===== src/lnbp_defines.svh =====
// Register offsets, field positions and reset values of the protection configuration block
`ifndef LNBP_DEFINES_SVH
`define LNBP_DEFINES_SVH

// Internal register addresses
`define LNBP_ADDR_STATUS     8'h00
`define LNBP_ADDR_VOLTSEL    8'h02
`define LNBP_ADDR_CURLIM     8'h04
`define LNBP_ADDR_PROTCOMP   8'h05

// Current-limit register fields
`define LNBP_PULSE_OFF_A_BIT 2
`define LNBP_PULSE_OFF_B_BIT 6

// Protection / compensation register fields
`define LNBP_OL_MANUAL_BIT   3
`define LNBP_OT_MANUAL_BIT   6
`define LNBP_COMP_BIT        7

// Status register fields
`define LNBP_OL_FLAG_A_BIT   0
`define LNBP_OL_FLAG_B_BIT   1
`define LNBP_OT_FLAG_BIT     6

// Reset values
`define LNBP_CURLIM_RST      8'h00
`define LNBP_PROTCOMP_RST    8'h00
`define LNBP_VOLTSEL_RST     8'h00
// Synchroniser reset: bus lines at idle high, detectors low
`define LNBP_SYNC_RST        5'h03

// Serial framing
`define LNBP_BITS_PER_BYTE   4'h8
`define LNBP_CHIP_ADDR_RST   7'h08

`endif


===== src/lnbp_pkg.sv =====
// Types shared by the protection configuration block
`default_nettype none
package lnbp_pkg;

  typedef logic [7:0] lnbp_byte_t;

  // Serial slave states, one-hot
  typedef enum logic [6:0] {
    ST_IDLE    = 7'h01,
    ST_DEVADDR = 7'h02,
    ST_ACK     = 7'h04,
    ST_REGADDR = 7'h08,
    ST_WRITE   = 7'h10,
    ST_READ    = 7'h20,
    ST_MACK    = 7'h40
  } lnbp_state_e;

endpackage
`default_nettype wire


===== src/lnbp_prot_if.sv =====
// Signals between the register bank and the protection logic
`timescale 1ns/1ps
`default_nettype none
interface lnbp_prot_if;
  logic [7:0] voltSel;
  logic       olManual;
  logic       otManual;
  logic [1:0] olFlag;
  logic       otFlag;
  logic [1:0] clearVoltSel;
  logic [1:0] outEnable;

  modport ctrl (output voltSel, olManual, otManual, olFlag, otFlag, input clearVoltSel, outEnable);
  modport prot (input voltSel, olManual, otManual, olFlag, otFlag, output clearVoltSel, outEnable);
endinterface
`default_nettype wire


===== src/lnbp_protect.sv =====
// Overload and overtemperature recovery logic for both output channels
`timescale 1ns/1ps
`default_nettype none
module lnbp_protect
  import lnbp_pkg::*;
(
  // Clock and reset
  input  wire logic   mclk,
  input  wire logic   rst_b,
  // Link to the register bank
  lnbp_prot_if.prot   pif
);

  logic [1:0] clearVoltSel_reg;
  logic [1:0] clearVoltSel_next;
  logic [1:0] outEnable_reg;
  logic [1:0] outEnable_next;

  // Per channel clear request and output enable
  always_comb begin
    for (int ch = 0; ch < 2; ch++) begin
      // Level clear, so a rewrite during the fault cannot re-arm the output
      clearVoltSel_next[ch] = (pif.olManual & pif.olFlag[ch])
                            | (pif.otManual & pif.otFlag);
      // Output follows the retained selection once no fault is present
      outEnable_next[ch] = ~pif.olFlag[ch] & ~pif.otFlag
                         & (pif.voltSel[ch*4 +: 4] != 4'h0);
    end
  end

  // Register the results
  always_ff @(posedge mclk) begin
    if (!rst_b) begin
      clearVoltSel_reg <= 2'h0;
      outEnable_reg <= 2'h0;
    end else begin
      clearVoltSel_reg <= clearVoltSel_next;
      outEnable_reg <= outEnable_next;
    end
  end

  assign pif.clearVoltSel = clearVoltSel_reg;
  assign pif.outEnable = outEnable_reg;

endmodule
`default_nettype wire


===== src/lnbp_config_regs.sv =====
// Serial-bus configuration registers of a dual-channel LNB supply controller
`timescale 1ns/1ps
`default_nettype none
`include "lnbp_defines.svh"
module lnbp_config_regs
  import lnbp_pkg::*;
#(
  parameter logic [6:0] CHIP_ADDR = `LNBP_CHIP_ADDR_RST // Arbitrary default
)(
  // Clock and reset
  input  wire logic       mclk,
  input  wire logic       rst_b,
  // Serial bus pins
  input  wire logic       scl,
  input  wire logic       sdaIn,
  output logic            sdaOut,
  output logic            sdaOe,
  // Analogue fault detectors
  input  wire logic [1:0] overloadDetect,
  input  wire logic       overtempDetect,
  // Regulator controls
  output logic [7:0]      outputVoltageSelect,
  output logic [1:0]      outputEnable,
  output logic            pulseLimitOffChA,
  output logic            pulseLimitOffChB,
  output logic            compLowEsr,
  // Diagnostic flags
  output logic [1:0]      overloadFlag,
  output logic            overtempFlag
);

  localparam int NSYNC = 5;

  lnbp_prot_if pif ();

  // Input synchronisers: scl, sda, overload A/B, overtemp
  logic [NSYNC-1:0] rawIn;
  logic [NSYNC-1:0] sync1_reg;
  logic [NSYNC-1:0] sync2_reg;
  logic [NSYNC-1:0] sync3_reg;
  logic [NSYNC-1:0] filt_reg;
  logic [NSYNC-1:0] filt_next;

  assign rawIn = {overtempDetect, overloadDetect, sdaIn, scl};

  // A change counts only once stages two and three agree
  genvar gi;
  generate
    for (gi = 0; gi < NSYNC; gi++) begin : g_filt
      always_comb begin
        filt_next[gi] = (sync2_reg[gi] == sync3_reg[gi]) ? sync3_reg[gi] : filt_reg[gi];
      end
    end
  endgenerate

  always_ff @(posedge mclk) begin
    if (!rst_b) begin
      // Idle-high bus reset keeps the edge detectors free of false edges
      sync1_reg <= `LNBP_SYNC_RST;
      sync2_reg <= `LNBP_SYNC_RST;
      sync3_reg <= `LNBP_SYNC_RST;
      filt_reg  <= `LNBP_SYNC_RST;
    end else begin
      sync1_reg <= rawIn;
      sync2_reg <= sync1_reg;
      sync3_reg <= sync2_reg;
      filt_reg  <= filt_next;
    end
  end

  // Edge and condition detection on the cleaned bus lines
  logic sclQ;
  logic sdaQ;
  logic sclPrev_reg;
  logic sdaPrev_reg;
  logic sclRise;
  logic sclFall;
  logic startCond;
  logic stopCond;

  assign sclQ      = filt_reg[0];
  assign sdaQ      = filt_reg[1];
  assign sclRise   = sclQ & ~sclPrev_reg;
  assign sclFall   = ~sclQ & sclPrev_reg;
  assign startCond = sclQ & sclPrev_reg & sdaPrev_reg & ~sdaQ;
  assign stopCond  = sclQ & sclPrev_reg & ~sdaPrev_reg & sdaQ;

  always_ff @(posedge mclk) begin
    if (!rst_b) begin
      sclPrev_reg <= 1'b1;
      sdaPrev_reg <= 1'b1;
    end else begin
      sclPrev_reg <= sclQ;
      sdaPrev_reg <= sdaQ;
    end
  end

  // Register bank state
  lnbp_byte_t  voltSel_reg;
  lnbp_byte_t  voltSel_next;
  lnbp_byte_t  curLim_reg;
  lnbp_byte_t  curLim_next;
  lnbp_byte_t  protComp_reg;
  lnbp_byte_t  protComp_next;

  // Serial slave state
  lnbp_state_e state_reg;
  lnbp_state_e state_next;
  logic [3:0]  bitCnt_reg;
  logic [3:0]  bitCnt_next;
  lnbp_byte_t  shift_reg;
  lnbp_byte_t  shift_next;
  lnbp_byte_t  regPtr_reg;
  lnbp_byte_t  regPtr_next;
  logic        isRead_reg;
  logic        isRead_next;
  logic        gotReg_reg;
  logic        gotReg_next;
  logic        masterAck_reg;
  logic        masterAck_next;
  logic        sdaOe_reg;
  logic        sdaOe_next;

  // Read decode, used for the first byte and for every auto-increment
  function automatic lnbp_byte_t readMux(input lnbp_byte_t addr);
    lnbp_byte_t statusByte;
    statusByte = 8'h00;
    statusByte[`LNBP_OL_FLAG_A_BIT] = pif.olFlag[0];
    statusByte[`LNBP_OL_FLAG_B_BIT] = pif.olFlag[1];
    statusByte[`LNBP_OT_FLAG_BIT]   = pif.otFlag;
    if (addr == `LNBP_ADDR_STATUS) begin
      readMux = statusByte;
    end else if (addr == `LNBP_ADDR_VOLTSEL) begin
      readMux = voltSel_reg;
    end else if (addr == `LNBP_ADDR_CURLIM) begin
      readMux = curLim_reg;
    end else if (addr == `LNBP_ADDR_PROTCOMP) begin
      readMux = protComp_reg;
    end else begin
      readMux = 8'h00;
    end
  endfunction

  // Slave sequencing and register writes
  always_comb begin
    state_next     = state_reg;
    bitCnt_next    = bitCnt_reg;
    shift_next     = shift_reg;
    regPtr_next    = regPtr_reg;
    isRead_next    = isRead_reg;
    gotReg_next    = gotReg_reg;
    masterAck_next = masterAck_reg;
    voltSel_next   = voltSel_reg;
    curLim_next    = curLim_reg;
    protComp_next  = protComp_reg;

    if (startCond) begin
      // Repeated start restarts framing from any state
      state_next  = ST_DEVADDR;
      bitCnt_next = 4'h0;
      gotReg_next = 1'b0;
    end else if (stopCond) begin
      state_next = ST_IDLE;
    end else begin
      case (state_reg)
        ST_IDLE: begin
          bitCnt_next = 4'h0;
        end
        ST_DEVADDR, ST_REGADDR, ST_WRITE: begin
          if (sclRise && bitCnt_reg != `LNBP_BITS_PER_BYTE) begin
            shift_next  = {shift_reg[6:0], sdaQ};
            bitCnt_next = bitCnt_reg + 4'h1;
          end else if (sclFall && bitCnt_reg == `LNBP_BITS_PER_BYTE) begin
            bitCnt_next = 4'h0;
            state_next  = ST_ACK;
            if (state_reg == ST_DEVADDR) begin
              isRead_next = shift_reg[0];
              if (shift_reg[7:1] != CHIP_ADDR) begin
                state_next = ST_IDLE; // Not ours: stay off the bus
              end
            end else if (state_reg == ST_REGADDR) begin
              regPtr_next = shift_reg;
              gotReg_next = 1'b1;
            end else begin
              // Write decode; reserved bits are stored as sent
              if (regPtr_reg == `LNBP_ADDR_VOLTSEL) begin
                voltSel_next = shift_reg;
              end else if (regPtr_reg == `LNBP_ADDR_CURLIM) begin
                curLim_next = shift_reg;
              end else if (regPtr_reg == `LNBP_ADDR_PROTCOMP) begin
                protComp_next = shift_reg;
              end
              regPtr_next = regPtr_reg + 8'h01;
            end
          end
        end
        ST_ACK: begin
          if (sclFall) begin
            if (isRead_reg) begin
              shift_next = readMux(regPtr_reg);
              state_next = ST_READ;
            end else if (!gotReg_reg) begin
              state_next = ST_REGADDR;
            end else begin
              state_next = ST_WRITE;
            end
          end
        end
        ST_READ: begin
          if (sclRise) begin
            bitCnt_next = bitCnt_reg + 4'h1;
          end else if (sclFall) begin
            if (bitCnt_reg == `LNBP_BITS_PER_BYTE) begin
              bitCnt_next = 4'h0;
              state_next  = ST_MACK;
            end else begin
              shift_next = {shift_reg[6:0], 1'b0};
            end
          end
        end
        ST_MACK: begin
          if (sclRise) begin
            masterAck_next = ~sdaQ;
          end else if (sclFall) begin
            if (masterAck_reg) begin
              regPtr_next = regPtr_reg + 8'h01;
              shift_next  = readMux(regPtr_reg + 8'h01);
              state_next  = ST_READ;
            end else begin
              state_next = ST_IDLE;
            end
          end
        end
        default: begin
          state_next = ST_IDLE;
        end
      endcase
    end

    // Protection clear overrides a master write in the same cycle
    for (int ch = 0; ch < 2; ch++) begin
      if (pif.clearVoltSel[ch]) begin
        voltSel_next[ch*4 +: 4] = 4'h0;
      end
    end

    // Open-drain: pull low for our ack and for zero data bits
    sdaOe_next = (state_next == ST_ACK) | ((state_next == ST_READ) & ~shift_next[7]);
  end

  always_ff @(posedge mclk) begin
    if (!rst_b) begin
      state_reg     <= ST_IDLE;
      bitCnt_reg    <= 4'h0;
      shift_reg     <= 8'h00;
      regPtr_reg    <= 8'h00;
      isRead_reg    <= 1'b0;
      gotReg_reg    <= 1'b0;
      masterAck_reg <= 1'b0;
      sdaOe_reg     <= 1'b0;
      voltSel_reg   <= `LNBP_VOLTSEL_RST;
      curLim_reg    <= `LNBP_CURLIM_RST;
      protComp_reg  <= `LNBP_PROTCOMP_RST;
    end else begin
      state_reg     <= state_next;
      bitCnt_reg    <= bitCnt_next;
      shift_reg     <= shift_next;
      regPtr_reg    <= regPtr_next;
      isRead_reg    <= isRead_next;
      gotReg_reg    <= gotReg_next;
      masterAck_reg <= masterAck_next;
      sdaOe_reg     <= sdaOe_next;
      voltSel_reg   <= voltSel_next;
      curLim_reg    <= curLim_next;
      protComp_reg  <= protComp_next;
    end
  end

  // Feed the protection logic
  assign pif.voltSel  = voltSel_reg;
  assign pif.olManual = protComp_reg[`LNBP_OL_MANUAL_BIT];
  assign pif.otManual = protComp_reg[`LNBP_OT_MANUAL_BIT];
  assign pif.olFlag   = filt_reg[3:2];
  assign pif.otFlag   = filt_reg[4];

  lnbp_protect u_protect (
    .mclk  (mclk),
    .rst_b (rst_b),
    .pif   (pif)
  );

  // Pin and control outputs, all from flip-flops except sdaOut, tied low
  assign sdaOut              = 1'b0;
  assign sdaOe               = sdaOe_reg;
  assign outputVoltageSelect = voltSel_reg;
  assign outputEnable        = pif.outEnable;
  assign pulseLimitOffChA    = curLim_reg[`LNBP_PULSE_OFF_A_BIT];
  assign pulseLimitOffChB    = curLim_reg[`LNBP_PULSE_OFF_B_BIT];
  assign compLowEsr          = protComp_reg[`LNBP_COMP_BIT];
  assign overloadFlag        = filt_reg[3:2];
  assign overtempFlag        = filt_reg[4];

endmodule
`default_nettype wire


===== config.mk =====
export PLATFORM = sky130hd
export DESIGN_NAME = lnbp_config_regs
export DESIGN_NICKNAME = d
export VERILOG_FILES = /design/src/lnbp_pkg.sv /design/src/lnbp_prot_if.sv /design/src/lnbp_protect.sv /design/src/lnbp_config_regs.sv
export VERILOG_INCLUDE_DIRS = /design/src
export SDC_FILE = /design/constraint.sdc
export NUM_CORES = 1
export LEC_CHECK = 0
export ABC_CLOCK_PERIOD_IN_PS = 5600
export BUFFER_PORTS_ARGS = -buffer_cell sky130_fd_sc_hd__buf_2
export CORE_AREA = 2 2 94 96
export DETAILED_ROUTE_END_ITERATION = 8
export DIE_AREA = 0 0 96 98
export PLACE_DENSITY = 0.79
export SYNTH_ARGS = -nofsm -noshare
export SYNTH_HDL_FRONTEND = slang
export SYNTH_SLANG_ARGS = --single-unit

===== constraint.sdc =====
create_clock -name mclk -period 5.6 [get_ports mclk]
set_input_delay 1.12 -clock mclk [delete_from_list [all_inputs] [get_ports mclk]]
set_output_delay 1.12 -clock mclk [all_outputs]
set_load 0.02 [all_outputs]

==> impl_metrics.py <==
metrics = {
    "cts": {
        "cts_buffers": 9,
        "clk_pin_slew_ps": 90,
        "cts.sinks": 81,
        "cts-root-buf": "clkbuf_8",
        "cts_max_path_buffers": 2,
        "cts_setup_buffers": 0,
        "post_cts_resized": 0,
        "clock_latency_ps": 360,
        "cts_tree": "yes",
        "cts_hold_buffers": 0,
        "htreeDepth": 3,
    },
    "cells_and_area": {
        "num-fill-cells": 799,
        "fin_nets": 566,
        "layout-drive-gt1-share_pct": 9.55,
        "diodes": 0,
        "instances_no_fill": 663,
        "syn_to_final_growth_pct": 6.55,
    },
    "floorplan": {
        "dieHeight_um": 98,
        "ios": 25,
        "core-area_sq_um": 8470,
        "start_util_pct": 52.8,
        "dieArea_sq_um": 9410,
        "rows": 34,
        "dieWidth_um": 96,
    },
    "sta": {
        "min_period_over_period_pct": 47.6,
        "setup_violations": 0,
        "slew_viol_final": 0,
        "grt_setup_unrepaired": "no",
        "skew_ps": 9.49,
        "setup_ws_ps": 2930,
        "fin_crit_ps": 2670,
        "fmax_mhz": 375,
        "setup_tns_ps": 0,
        "fin_hold_ws_ps": 418,
        "hold_violations": 0,
        "worst_slew_pin_slew_ps": 761,
        "relSlewSlack_pct": 49.2,
    },
    "worst_setup_path": {
        "critPathLaunchType": "register",
        "worst_setup_path_end_kind": "register",
        "cp.required_ps": 5880,
        "worstPathArrival_ps": 2950,
        "crit_fanout": 18,
        "reg2reg_depth": 7,
        "path_class": "reg2reg",
    },
    "yosys": {
        "synth_nets": 567,
        "synthTopCellsByArea": "dfxtp_1, nand2_1, mux2i_1, o21ai_0, nor2_1",
        "ys_ff_latch": 81,
        "async_flop_share_pct": 0,
        "yosysSeqAreaShare_pct": 36.3,
        "synth_area_per_cell_sq_um": 8.11,
        "yosysUniqueCellTypes": 60,
        "yosysTopAreaCellShare_pct": 36.3,
        "postSynthCellCount": 551,
        "yosys.area.top_type": "dfxtp_1",
        "synth_edf_count": 0,
        "ys_warn_count": 0,
        "yosys_most_used_dff": "dfxtp_1",
        "syn_area_sq_um": 4470,
    },
    "place": {
        "gp_congestion": 0.892,
        "dp_slack_ps": 3020,
        "dp_cells": 647,
        "io_buffers": 23,
        "post-dp-hpwl_um": 7830,
    },
    "global_routing": {
        "grt_pass1_vias": 3756,
        "grt_pass1_wl_um": 18300,
        "antenna_found_initial": 0,
        "overflow": 0,
        "grt_start_max_net_pins": 41,
        "grtUsageTotal_pct": 24.5,
    },
    "drt": {
        "vias": 4064,
        "drt_iter0_drc": 362,
        "wl_per_cell_um": 16.7,
        "drc": 0,
        "routed_wl_um": 11100,
        "routed_via_density": 6.13,
        "drt_first_pass_iters": 5,
        "ant_nets": 0,
    },
    "hold_path": {
        "whs_path_depth": 1,
        "hold_path.class": "reg2reg",
    },
    "power": {
        "ir_drop_v": 0.000162,
        "power_density_nw_per_um2": 222,
        "p_leak_nw": 1.88,
    },
    "job": {
        "drv_cap": 0,
    },
    "run_status": {
        "status": "finished clean",
    },
}
critical path: stages, from the launching register on:
cell and delay, ps:
dfxtp_1 470, ha_1 630, xnor2_1 190, nand2_1 70, o31a_1 260, a211oi_2 570, o21ai_0 210, a31oi_1 200
area by class of cell:
cell class	instances	area [sq um]	share of cell area [%]
clock inverter	7	83.8	1.76
multi-input combinational	423	2630	55.2
sequential	81	1620	34.1
inverter	10	37.5	0.788
clock buffer	9	124	2.60
timing repair buffer	25	130	2.73
tap	108	135	2.84
stage by stage:
| step | utilization, % | area (sq um) | total power, mW |
|---|---|---|---|
| after CTS | 56.3 | 4760 | 1.06 |
| after global routing | 56.3 | 4760 | 1.09 |
| after detailed placement | 53.8 | 4550 | 0.616 |
| final | 56.3 | 4760 | 1.06 |
| after floorplan | - | 4470 | 0.610 |
| after global placement | 53.8 | 4550 | 0.615 |
synth_stat cells (5+ instances only):
library cell,number
dfxtp_1,81
nand2_1,69
nor2_1,40
o21ai_0,37
a21oi_1,28
nand3_1,24
nor2b_1,23
clkbuf_1,22
and2_1,21
mux2i_1,19
nand2b_1,17
a31oi_1,16
a21boi_0,14
inv_1,10
buf_2,9
ha_1,9
nor3_1,9
nor4_1,8
a22oi_1,7
and3_1,6
nand4_1,6
o211ai_1,6
nor3b_1,5
cells by family after synthesis:
family	synth area share [%]
adder cells (fa/ha/maj)	2.52
other	0.0839
buffers and inverters	4.87
flip-flops	36.3
AND/OR/NAND/NOR	29.6
AO/OA/AOI/OAI	20.0
XOR/XNOR	2.18
multiplexers	4.51
per-layer routing:
layer / routed length, um / share of wire [%] / track usage (%)
met1: 5050 / 46 / 34.7
met2: 5120 / 46 / 37.0
met3: 678 / 6.1 / 4.09
met4: 231 / 2.1 / 9.45
met5: 0 / 0 / 0
cell usage in the layout (no fill, tap or decap), drive strengths merged, types with 3 or more instances in the layout:
cell type	synthesis	layout
nor4	11	11
a22oi	7	7
ha	9	9
xnor2	4	4
and3	6	6
mux2i	19	19
nor2	40	40
dfxtp	81	81
a31oi	16	16
buf	15	25
a21oi	29	29
o21ai	41	41
nand3b	3	3
nand4	7	7
a211oi	4	4
a21boi	15	15
xor2	5	5
nand2	69	69
clkbuf	22	9
nand2b	17	17
nor2b	23	23
o211ai	6	6
nor3b	5	5
nor3	10	10
nand3	24	24
and2	21	21
a211o	3	3
and3b	3	3
inv	10	14
report_power, final:
| part | switching, mW | internal, mW | total [mW] |
|---|---|---|---|
| Sequential | 0.00212 | 0.580 | 0.582 |
| Clock | 0.240 | 0.215 | 0.454 |
| Combinational | 0.0117 | 0.00809 | 0.0198 |
worst paths after layout:
check,slack (ps),from,to
hold / removal,420,sync1_reg[1]$_SDFF_PN1_,sync2_reg[1]$_SDFF_PN1_
hold reg to reg,420,sync1_reg[1]$_SDFF_PN1_,sync2_reg[1]$_SDFF_PN1_
setup / recovery,2930,regPtr_reg[0]$_SDFFE_PN0P_,shift_reg[0]$_SDFFE_PN0P_
setup reg to reg,2930,regPtr_reg[0]$_SDFFE_PN0P_,shift_reg[0]$_SDFFE_PN0P_
(Power assumes the default switching activity.)
